==> src/rtl/rfc_consts.svh <==
// Purpose: offsets, field positions and reset values of the reference rate bank
// Assumes: byte-wide register port, big-endian multi-byte registers
// Notes:   byte addresses; each wide register spans consecutive bytes
`ifndef RFC_CONSTS_SVH
`define RFC_CONSTS_SVH

// ***************************************************************
// byte offsets
// ***************************************************************
`define RFC_OFS_IN2_BASE    8'h20
`define RFC_OFS_IN2_MULT    8'h22
`define RFC_OFS_IN2_FEC     8'h24
`define RFC_OFS_IN3_BASE    8'h28

// ***************************************************************
// field positions of the fec ratio register
// ***************************************************************
`define RFC_FEC_DEN_LSB     0
`define RFC_FEC_NUM_LSB     16

// ***************************************************************
// reset values
// ***************************************************************
`define RFC_RST_BASE        16'h9C40
`define RFC_RST_MULT        16'h01E6
`define RFC_RST_FEC         32'h00010001

`endif

==> src/rtl/rfc_pkg.sv <==
// Purpose: types shared by the reference rate bank and its users
// Assumes: nothing beyond the constants header
// Notes:   the rate struct is the carrier toward monitoring and pll logic
package rfc_pkg;

   // ***************************************************************
   // register port request
   // ***************************************************************
   typedef struct packed {
      logic [7:0] addr;
      logic [7:0] wdata;
      logic       wr;
      logic       rd;
   } rfc_req_t;

   // ***************************************************************
   // frequency parameters of one reference input
   // ***************************************************************
   typedef struct packed {
      logic [15:0] input_base_rate_hz;
      logic [15:0] base_rate_multiplier;
      logic [15:0] fec_ratio_numerator;
      logic [15:0] fec_ratio_denominator;
   } rfc_rate_t;

endpackage

==> src/rtl/rfc_ref_rate_regs.sv <==
// Purpose: byte-addressed configuration bank for reference input frequencies
// Assumes: single 20 MHz clock, port inputs synchronous to it
// Notes:   big-endian byte layout; read data valid one cycle after strobe
//
// How it works
// - second input base rate in hertz
// - most significant byte at lower address
// - multiplier is unsigned base rate scale
// - denominator low half, numerator high half
// - frequency is base times multiplier times ratio
`timescale 1ns/100ps
`include "rfc_consts.svh"

module rfc_ref_rate_regs (
   input  wire logic             i_ref_clk,
   input  wire logic             i_rst_b,
   input  wire logic [7:0]       i_addr,
   input  wire logic [7:0]       i_wdata,
   input  wire logic             i_wr,
   input  wire logic             i_rd,
   output logic [7:0]            o_rdata,
   output rfc_pkg::rfc_rate_t    o_input2_rate,
   output logic [15:0]           o_input3_base_rate
);

   // ***************************************************************
   // storage: ten bytes, index = offset from first register
   // ***************************************************************
   localparam int NBYTE = 10;

   logic [7:0]        byte_r [NBYTE];
   rfc_pkg::rfc_req_t req;
   logic [7:0]        rdata_nxt;

   assign req = '{addr: i_addr, wdata: i_wdata, wr: i_wr, rd: i_rd};

   // map address to byte index; out-of-bank gives NBYTE
   function automatic logic [3:0] byte_index(input logic [7:0] a);
      logic [7:0] d;
      d = a - `RFC_OFS_IN2_BASE;
      if (a >= `RFC_OFS_IN2_BASE && d < 8'(NBYTE)) begin
         byte_index = d[3:0];
      end else begin
         byte_index = 4'(NBYTE);
      end
   endfunction

   // reset value of each byte, big-endian split of the wide defaults
   function automatic logic [7:0] byte_reset(input int i);
      logic [15:0] base;
      logic [15:0] mult;
      logic [31:0] fec;
      base = `RFC_RST_BASE;
      mult = `RFC_RST_MULT;
      fec  = `RFC_RST_FEC;
      case (i)
         0, 8:    byte_reset = base[15:8];
         1, 9:    byte_reset = base[7:0];
         2:       byte_reset = mult[15:8];
         3:       byte_reset = mult[7:0];
         4:       byte_reset = fec[31:24];
         5:       byte_reset = fec[23:16];
         6:       byte_reset = fec[15:8];
         7:       byte_reset = fec[7:0];
         default: byte_reset = 8'h00;
      endcase
   endfunction

   // ***************************************************************
   // byte write; offsets 0x26..0x27 hold fec low bytes, 0x28..0x29 input3
   // ***************************************************************
   genvar g;
   generate
      for (g = 0; g < NBYTE; g++) begin : g_byte
         always_ff @(posedge i_ref_clk or negedge i_rst_b) begin
            if (!i_rst_b) begin
               byte_r[g] <= byte_reset(g);
            end else if (req.wr && byte_index(req.addr) == 4'(g)) begin
               byte_r[g] <= req.wdata;
            end
         end
      end
   endgenerate

   // ***************************************************************
   // read path: unmapped addresses read zero
   // ***************************************************************
   always_comb begin
      logic [3:0] idx;
      idx = byte_index(req.addr);
      rdata_nxt = 8'h00;
      if (req.rd && idx < 4'(NBYTE)) begin
         rdata_nxt = byte_r[idx];
      end
   end

   // data stands only in the cycle after the read strobe
   always_ff @(posedge i_ref_clk or negedge i_rst_b) begin
      if (!i_rst_b) begin
         o_rdata <= 8'h00;
      end else begin
         o_rdata <= rdata_nxt;
      end
   end

   // ***************************************************************
   // continuous outputs; consumer forms base*mult*num/den
   // ***************************************************************
   // lower address carries the high byte
   assign o_input2_rate.input_base_rate_hz    = {byte_r[0], byte_r[1]};
   assign o_input2_rate.base_rate_multiplier  = {byte_r[2], byte_r[3]};
   assign o_input2_rate.fec_ratio_numerator   = {byte_r[4], byte_r[5]};
   assign o_input2_rate.fec_ratio_denominator = {byte_r[6], byte_r[7]};
   assign o_input3_base_rate                  = {byte_r[8], byte_r[9]};
endmodule // rfc_ref_rate_regs
==> config.mk <==
export PLATFORM = sky130hd
export DESIGN_NAME = rfc_ref_rate_regs
export DESIGN_NICKNAME = d
export VERILOG_FILES = /design/src/rtl/rfc_pkg.sv /design/src/rtl/rfc_ref_rate_regs.sv
export VERILOG_INCLUDE_DIRS = /design/src /design/src/rtl
export SDC_FILE = /design/constraint.sdc
export NUM_CORES = 1
export LEC_CHECK = 0
export ABC_AREA = 0
export BUFFER_PORTS_ARGS = -buffer_cell sky130_fd_sc_hd__buf_2
export CAP_MARGIN = 40
export CORE_MARGIN = 3
export CORE_UTILIZATION = 40
export DETAILED_ROUTE_END_ITERATION = 8
export HOLD_SLACK_MARGIN = 0.12
export PLACE_DENSITY = 0.68
export SLEW_MARGIN = 20
export SYNTH_ARGS = -nofsm -noshare
export SYNTH_HDL_FRONTEND = slang
export SYNTH_SLANG_ARGS = --single-unit
export TNS_END_PERCENT = 20
==> constraint.sdc <==
create_clock -name i_ref_clk -period 2.42 [get_ports i_ref_clk]
set_input_delay 0.242 -clock i_ref_clk [delete_from_list [all_inputs] [get_ports i_ref_clk]]
set_output_delay 0.242 -clock i_ref_clk [all_outputs]
set_load 0.01 [all_outputs]
* Yosys cells after proc, flatten, opt, wreduce, memory -nomap -nowiden
Cells that the tools add are included.
** Operators by class
- Reduce and logical (&&, ||, !) cells :: 13
- Add/subtract/negate cells :: 1
- Mux-type cells :: 5
- $lt $le $gt $ge :: 4
- Eq/ne operators :: 9
- Bitwise logic cells :: 1
** Operator list (number)
- $bmux W8 S4 :: 1
- $mux W8 :: 3
- $eq A4 B3 Y1 const B :: 4
- $logic_and A1 B1 Y1 :: 12
- $eq A4 B2 Y1 const B :: 2
- $eq A4 B4 Y1 const B :: 2
- $ge A8 B6 Y1 const B :: 1
- $lt A8 B4 Y1 const B :: 1
- $sub A8 B6 Y8 const B :: 1
- $ge A5 B5 Y1 const B :: 1
- $not A4 Y5 :: 1
- $eq A4 B1 Y1 const B :: 1
- $logic_not A4 Y1 :: 1
- $lt A4 B4 Y1 const B :: 1
- $mux W4 :: 1
** Word-level totals
- Register bits :: 88
- Output and inout bits :: 88
- Bits of input ports :: 20
- Word-level logic and storage cells :: 44

* Depth between registers and ports, before layout
Gate-level depths: netlist of run 1.
- Word-level depth :: 9
- Mapped depth :: 7
- Depth with buffers taken out :: 6

* Worst setup path after synthesis of run 1
No wires, ideal clock.
- Path type :: input to register
- Start point :: in i_addr[5]
- End point :: reg byte_r (netlist bit o_input2_rate[32])
- Setup time :: 0.125 ns
- Required time :: 2.295 ns
- Path slack :: 0.562 ns
- Cell stages on the path :: 7
- Arrival time :: 1.733 ns
- Buffers on the path :: 1
- Cell sequence :: inv_1 -> ha_1 -> and4bb_1 -> nand4_2 -> or3b_1 -> buf_6 -> mux2_4
** Between the ends
- Word-level cells in the longest chain between the ends :: 6
- Elaborated cells on any way between the ends :: 7
- Those cells by class :: add/sub (1); order compare (2); eq/ne (1); mux (1); reduce/logical (2)
** RTL lines
- start: declaration :: RTL line rfc_ref_rate_regs.sv:17 : input wire logic [7:0] i_addr,
- $sub A8 B6 Y8 (no source line)
- $lt A8 B4 Y1 :: RTL line rfc_ref_rate_regs.sv:41 : if (a >= `RFC_OFS_IN2_BASE && d < 8'(NBYTE)) begin
- $logic_and A1 B1 Y1 (*) :: RTL line rfc_ref_rate_regs.sv:41
- $mux W4 (*) :: RTL line rfc_ref_rate_regs.sv:41
- $eq A4 B2 Y1 (*) :: RTL line rfc_ref_rate_regs.sv:78 : end else if (req.wr && byte_index(req.addr) == 4'(g)) begin
- $logic_and A1 B1 Y1 (*) :: RTL line rfc_ref_rate_regs.sv:78
- end signal: indexed assignment :: RTL line rfc_ref_rate_regs.sv:77 : byte_r[g] <= byte_reset(g);
- end signal: indexed assignment :: RTL line rfc_ref_rate_regs.sv:79 : byte_r[g] <= req.wdata;
- end: declaration :: RTL line rfc_ref_rate_regs.sv:31 : logic [7:0] byte_r [NBYTE];
Every way passes the cells marked *; elsewhere a longest branch is shown, timed or not.
A chain may end at the register's enable or synchronous reset.

* Final worst setup path of run 1
- Start point :: in i_addr[5]
- End point :: reg byte_r (netlist bit o_input2_rate[36])
The elaborated chain is that of the path after synthesis.

==> run summary, run 1 <==
The number of failing hold endpoints at the final stage came out at 0. The placeable core region came out at 10300 um^2. The number of DRC violations after detailed routing is 0.

In the final routing, the length of wire on met1 measures 4.73 mm. The register bit count reported by yosys came out at 88. Detailed routing placed a total of about 810 um of wire on met3. The number of different library cells in the post-synthesis netlist is 46. Summed over all layers, the global routing overflow is 0.

The repair_antennas step left the layout with diodes totalling 0. The latest clock arrival within the worst-skew pair is 360 ps. For this run, the total global-route usage over all layers was measured as 0.192. The setup fix buffers added after clock tree synthesis came out at 0. The number of buffers on the longest clock path came out at 2. The required time at the endpoint of the critical path is 2670 ps. After legalization and detailed placement, the total HPWL measured 8.10 mm. The cell depth of the worst flop-to-flop path came out at 4. For this run, the register share of the synthesized area comes to 0.522. The cell area reported after detailed placement is 4940 um^2. The initial antenna violation count came out at 0. The hold path depth came out at 2.

In this run the top signal layer used is met4. The maximum VDD drop came out at 0.251 mV. Of all nets on the critical path, the largest fanout is 8. The final layout net count came out at 439. STA classifies the critical path startpoint as an input port.

In this design, the stage delay of the slowest critical-path cell is 630 ps. The final core utilization came out at 0.502. The gate count after technology mapping came out at slightly above 300. In the layout the commonest cells are 106 x sky130_fd_sc_hd__buf_2, 86 x sky130_fd_sc_hd__mux2_2, 70 x sky130_fd_sc_hd__dfrtp_1, 18 x sky130_fd_sc_hd__dfstp_2. The iteration-0 DRC count of the detailed router is around 180. At the placement stage, the worst setup path has a slack of 214 ps. The worst setup path is captured at a flip-flop. The number of cells after detailed placement came out at 541. Traced cell by cell, the critical path runs through buf_2, inv_1, ha_1, and4bb_1, nand4_2, or3b_1, mux2_4. Setup slack on the critical path of the routed design comes to 575 ps. The signed area change from the synthesized netlist to the final layout came out at 21.6%. The flow ran to the end, and the final reports show no timing, DRC or antenna violations. The final layout contains routed wiring with a total length of 11.1 mm. The row count is 37. The final period demand of the worst path came out at 1840 ps. The first global-routing pass estimated approximately 17 mm of wire. For this design the static power due to leakage is 2.76 nW.

The cell with the largest stage delay on the worst path is sky130_fd_sc_hd__or3b_1. After detailed routing, the average wire length per cell comes to 19.8 um. The final number of max-transition violations came out at 0. The count of input and output buffers came out at about 110. The CTS tree is yes. The pin count of the biggest net entering global routing came out at 47. The worst setup path is of the input port to flip-flop kind. The library cell used most frequently in the layout, excluding fill and tap cells, is sky130_fd_sc_hd__buf_2.

The overall power of the completed layout came out at roughly 3.2 mW. The initial utilization of the core area, before any placement, comes to 0.413. The max-slew headroom at the worst pin came out at 0.612. With fillers left out, the area of the finished cells amounts to about 5200 um^2. The aggregate negative setup slack is 0 ps. The number of H-tree levels came out at 3. Dividing the synthesized area by the synthesized cell count gives around 14 um^2. At the pin with the least slew margin, the transition time is 581 ps. The number of top-level pins is 108. The share of cells above drive strength 1 is 0.608. The clock net in this run drives a total of 88 sinks. The clock skew after layout is around 12 ps. The number of synthesized flops with an enable pin came out at 0. The worst slack on hold paths is ~260 ps. The primary flip-flop cell chosen by synthesis mapping is sky130_fd_sc_hd__dfrtp_1. After clock tree synthesis, the clock-pin slew on the worst setup and hold paths is around 90 ps. The fraction of the cycle the final worst path needs came out at 0.762. Routability-driven placement finished with a final weighted congestion of 0.809.

The number of max-capacitance violations reported came out at 0. The total of endpoints with negative setup slack in the final report came out at 0. In this run the clock root is driven by a sky130_fd_sc_hd__clkbuf_8. The final-layout fill cell count is ~930.

The power per unit of standard cell area is 611 nW/um^2. The total of cells resized after clock tree synthesis came out at 0. The share of synthesized registers carrying an async set or reset is 1.00.

The floorplan die height is ~110 um. The count of warnings emitted by yosys is 0. The cell area that synthesis handed to floorplanning was about 4300 um^2. Detailed routing placed a total of 5.44 mm of wire on met2.

The number of global-route vias before repair is 3084. The horizontal die dimension came out at ~110 um. The via density per instance is roughly 5.4. Setup repair after global routing left no endpoint under its margin. The die covers 11900 um^2.

The worst endpoint data arrival time came out at approximately 2100 ps. The clock buffer count from CTS is 9. In this run the worst hold path is classified as input port to flip-flop. The number of cells in the finished layout apart from fillers came out at 559.

The highest attainable clock frequency is 0.542 GHz. The net count after synthesis came out at 332. Summing over every cut layer, the via total after detailed routing is just over 3000. The count of antenna-violating nets left after detailed routing is 0. The length of the first detailed-routing pass in iterations is 4.
-- power breakdown --
part / leakage [nW] / internal, mW / switching [mW]
Clock: 0.110 / 0.583 / 0.538
Sequential: 1.15 / 1.56 / 0.0640
Combinational: 1.50 / 0.194 / 0.227
-- cell families after synthesis --
logic type | after synthesis | synth area share
AOI/OAI and AO/OA | 41 | 0.0726
xor gates and xnor gates | 2 | 0.00588
adders and majority gates | 1 | 0.00294
buffers and inverters | 27 | 0.0335
DFF | 88 | 0.522
muxes | 105 | 0.285
and+or+nand+nor | 47 | 0.0779
-- layer usage --
| metal | vias up | global-route usage |
|---|---|---|
| met5 | - | 0 |
| met4 | 0 | 0.0445 |
| met3 | 10 | 0.0562 |
| met2 | 97 | 0.316 |
| met1 | 1561 | 0.252 |
| li1 | 1375 | - |
-- cells in the mapped netlist, types with 6 or more instances --
library cell | count | area [um^2]
sky130_fd_sc_hd__nor2b_1 | 8 | 50.1
sky130_fd_sc_hd__buf_1 | 8 | 30.0
sky130_fd_sc_hd__a211oi_1 | 8 | 60.1
sky130_fd_sc_hd__mux2i_1 | 8 | 80.1
sky130_fd_sc_hd__mux2_2 | 86 | 968
sky130_fd_sc_hd__o22a_1 | 6 | 52.6
sky130_fd_sc_hd__nand2b_1 | 8 | 50.1
sky130_fd_sc_hd__o22ai_1 | 6 | 37.5
sky130_fd_sc_hd__a2111oi_0 | 6 | 52.6
sky130_fd_sc_hd__mux2_4 | 8 | 120
sky130_fd_sc_hd__dfrtp_1 | 70 | 1750
sky130_fd_sc_hd__dfstp_2 | 18 | 473
sky130_fd_sc_hd__o31ai_1 | 8 | 60.1
-- sequential cells by signal, summed over array words and instances, names as in the netlist --
| signal | cells |
|---|---|
| o_input2_rate | 64 |
| o_input3_base_rate | 16 |
| o_rdata | 8 |
-- critical path: cells and delay by family --
family                   cells  cell delay [ps]
multiplexers                 1              380
buffers and inverters        2              140
AND/OR/NAND/NOR              3             1020
adder cells (fa/ha/maj)      1              290
-- area by class of cell --
cell class / instances / area, um^2 / share of cell area
flip-flops and latches: 88 / 2220 / 0.430
multi-input cells: 196 / 1890 / 0.365
well taps: 136 / 170 / 0.0329
clock buffers: 9 / 124 / 0.0239
inverters: 4 / 15.0 / 0.00290
clock inverters: 7 / 95.1 / 0.0184
repair buffers: 119 / 658 / 0.127
-- worst paths after layout --
kind	startpoint	endpoint	slack, ps
setup / recovery	i_addr[5]	o_input2_rate[36]	580
hold / removal	i_wdata[7]	o_input2_rate[39]	260
setup reg to reg	o_input2_rate[0]	o_rdata[0]	830
hold reg to reg	o_input3_base_rate[1]	o_input3_base_rate[1]	530
max in group asynchronous	i_rst_b	o_input3_base_rate[15]	1270
min in group asynchronous	i_rst_b	o_input2_rate[53]	410
-- repair_timing --
| action | 4_1_cts | 5_1_grt |
|---|---|---|
| hold endpoints to repair | 33 | 0 |
| hold buffers | 2 | 0 |
| setup endpoints to repair | 0 | 0 |
(Power assumes the default switching activity.)
==> inputs of run 2 (changes only) <==
--- a/config.mk
+++ b/config.mk
@@ -13,7 +13,7 @@
 export CORE_UTILIZATION = 40
 export DETAILED_ROUTE_END_ITERATION = 8
 export HOLD_SLACK_MARGIN = 0.12
-export PLACE_DENSITY = 0.68
+export PLACE_DENSITY = 0.7
 export SLEW_MARGIN = 20
 export SYNTH_ARGS = -nofsm -noshare
 export SYNTH_HDL_FRONTEND = slang
==> constraint.sdc (replaced) <==
create_clock -name i_ref_clk -period 1.5 [get_ports i_ref_clk]
set_input_delay 0.15 -clock i_ref_clk [delete_from_list [all_inputs] [get_ports i_ref_clk]]
set_output_delay 0.15 -clock i_ref_clk [all_outputs]
set_load 0.01 [all_outputs]
==> run summary, run 2 (same netlist as run 1, synthesis figures left out) <==
The clock buffer count from CTS came to 9 (unchanged). The share of cells above drive strength 1 is 0.652 (+0.0446). The total track usage was 0.198 (+0.00527).

The initial antenna violation count came to 0 (unchanged). The required time at the endpoint of the critical path was 1730 ps (-940 ps). The cell depth of the worst flop-to-flop path is 4 (unchanged). The total of endpoints with negative setup slack in the final report came out at 0 (unchanged).

STA classifies the critical path startpoint as an input port. The highest attainable clock frequency came out at a little under 0.7 GHz. The overall routed net length came out at 11.3 mm (+2.2%). The power per unit of standard cell area is 932 nW/um^2 (+52%). The most frequent standard cell in the layout excluding fill and tap cells is sky130_fd_sc_hd__buf_2.

The count of antenna-violating nets left after detailed routing is 0 (unchanged). The final weighted congestion of routability-driven global placement is 0.875 (+8.1%). The iteration-0 DRC count of the detailed router is 128 (-28%).

The count of input and output buffers was 107 (unchanged). The hold path depth came out at 2 (unchanged). The worst setup path is captured at a flip-flop. The number of global-route vias before repair was 3247 (+5.3%).

The clock skew after layout is 11.2 ps (-1.08 ps). The met1 usage is 0.252 (+0.000477). In this run the critical register-to-register path is launched from o_input2_rate[0].

The via density per instance came out at 5.22 (-4.1%). The leakage power is 2.96 nW (+7.3%). The sum of overflow across all layers after global routing came out at 0 (unchanged). Leaving out fill and tap cells, the most frequent cells in the layout are 104 x sky130_fd_sc_hd__buf_2, 86 x sky130_fd_sc_hd__mux2_2, 70 x sky130_fd_sc_hd__dfrtp_1, 40 x sky130_fd_sc_hd__buf_4, 18 x sky130_fd_sc_hd__dfstp_2. The met3 usage in global routing came out at 0.0474 (-0.00888). The aggregate negative setup slack came to 0 ps (unchanged). The number of cells in the finished layout apart from fillers is 596 (+6.6%).

The max-slew headroom at the worst pin was 0.717 (+0.105). The latest clock arrival within the worst-skew pair came out at 370 ps (about the same). The count of antenna diodes in the layout came out at 0 (unchanged). The fraction of the cycle the final worst path needs is 0.961. The floorplan die height was 109 um (unchanged). The number of failing hold endpoints at the final stage came out at 0 (unchanged). The pin slew with the least headroom to its limit is 414 ps (-168 ps). The worst endpoint data arrival time came to 1670 ps (-430 ps). The final period demand of the worst path is between 1000 and 1500 ps.

The via count of the routed design is 3110 (+2.2%). The length of the first detailed-routing pass in iterations is 5 (+1). The first-pass GRT wire length is 17.7 mm (+2.2%). The number of flip-flops under the largest register name is 64 (unchanged). The final setup slack of the worst path came out at 57.9 ps (-517 ps). The maximum VDD drop is 0.384 mV (+53%). The number of cells after detailed placement is 577 (+6.7%). The number of H-tree levels came to 3 (unchanged).

The initial cell density of the core is 0.413 (unchanged). met2 is the most crowded layer. The row count is 37 (unchanged). The number of top-level pins is 108 (unchanged). The global routing usage on met2 came out at 0.329 (+0.0127). The final core utilization is 0.544 (+0.0427). The number of max-capacitance violations reported is 0 (unchanged). The final layout net count came out at 476 (+8.4%). The flop-to-flop setup slack came out at 70 ps (-760 ps).

The overall power of the completed layout is 5.24 mW (+65%). The cell area after layout came out at 5620 um^2 (+8.5%). The CTS tree is yes. The number of buffers on the longest clock path is 2 (unchanged). The cell area reported after detailed placement is 5310 um^2 (+7.5%). The top fanout value on the critical path came out at 6 (-2). The post-place setup slack is -406 ps (-620 ps).

The signed area change from the synthesized netlist to the final layout came out at 31.9%. The worst slack on hold paths came to 159 ps (-99.1 ps). The number of DRC violations after detailed routing is 0 (unchanged). The placeable core region came to 10300 um^2 (unchanged). The flow ran to the end, and the final reports show no timing, DRC or antenna violations. The final number of max-transition violations came to 0 (unchanged). The endpoint of the worst hold-timing path is o_input2_rate[33]. The critical path class is input port to flip-flop.

The worst hold path belongs to the class input port to flip-flop. The number of sinks driven by the clock tree is 88 (unchanged). The area of the die came out at 11900 um^2 (unchanged). The horizontal die dimension is 109 um (unchanged). The startpoint of the tightest hold check path is i_wdata[1]. The capturing point of the worst reg2reg path is o_rdata[0]. The detailed-placement wirelength estimate came to 8.56 mm (+5.6%).

The clock-pin slew of the registers on the worst-case setup and hold paths is 90 ps (about the same). The tree is rooted in a sky130_fd_sc_hd__clkbuf_8. The routed length per placed instance came to 19.0 um (-4.1%). The pin count of the biggest net entering global routing came to 35 (-26%).
run 2: what timing repair did:
action	in CTS	in global routing
setup endpoints to repair	5	35
pin swaps	0	3
buffers inserted	0	1
endpoints found under the hold margin	76	0
gates resized for setup	3	10
hold buffers	2	0
run 2: cell type report:
cell class | count | area (um^2)
well taps | 136 | 170
inverters | 4 | 27.5
multi-input cells | 196 | 1940
flip-flops and latches | 88 | 2220
clock inverters | 6 | 91.3
repair buffers | 156 | 1020
clock buffers | 10 | 138
fillers | 854 | 4700
run 2: worst max-delay path by stage:
stage                     cells past startpoint        startpoint           endpoint
final                                         9         i_addr[6]         o_rdata[0]
after global routing                          4  o_input2_rate[0]         o_rdata[0]
after CTS                                     8         i_addr[5]  o_input2_rate[26]
after detailed placement                      8         i_addr[5]  o_input2_rate[26]
after global placement                        8         i_addr[5]  o_input2_rate[35]
after floorplan                               7         i_addr[5]  o_input2_rate[32]
run 2: critical path: stages:
cell                        delay, ps
sky130_fd_sc_hd__buf_4            100
sky130_fd_sc_hd__inv_6             30
sky130_fd_sc_hd__ha_4             250
sky130_fd_sc_hd__and4bb_1         230
sky130_fd_sc_hd__buf_4            130
sky130_fd_sc_hd__nand4b_1          90
sky130_fd_sc_hd__buf_4            180
sky130_fd_sc_hd__a211oi_1         410
sky130_fd_sc_hd__a2111oi_4        100
run 2: per-layer routing:
metal / up-vias / share of wire
met5: - / 0
met4: 0 / 0.018
met3: 13 / 0.061
met2: 82 / 0.49
met1: 1563 / 0.43
li1: 1452 / -
run 2: power breakdown:
part           internal [mW]  leakage [nW]  switching, mW  total (mW)
sequential              2.52          1.15         0.0971        2.62
combinational          0.371          1.70          0.392       0.763
clock                  0.988         0.105          0.870        1.86
total                   3.88          2.96           1.36        5.24
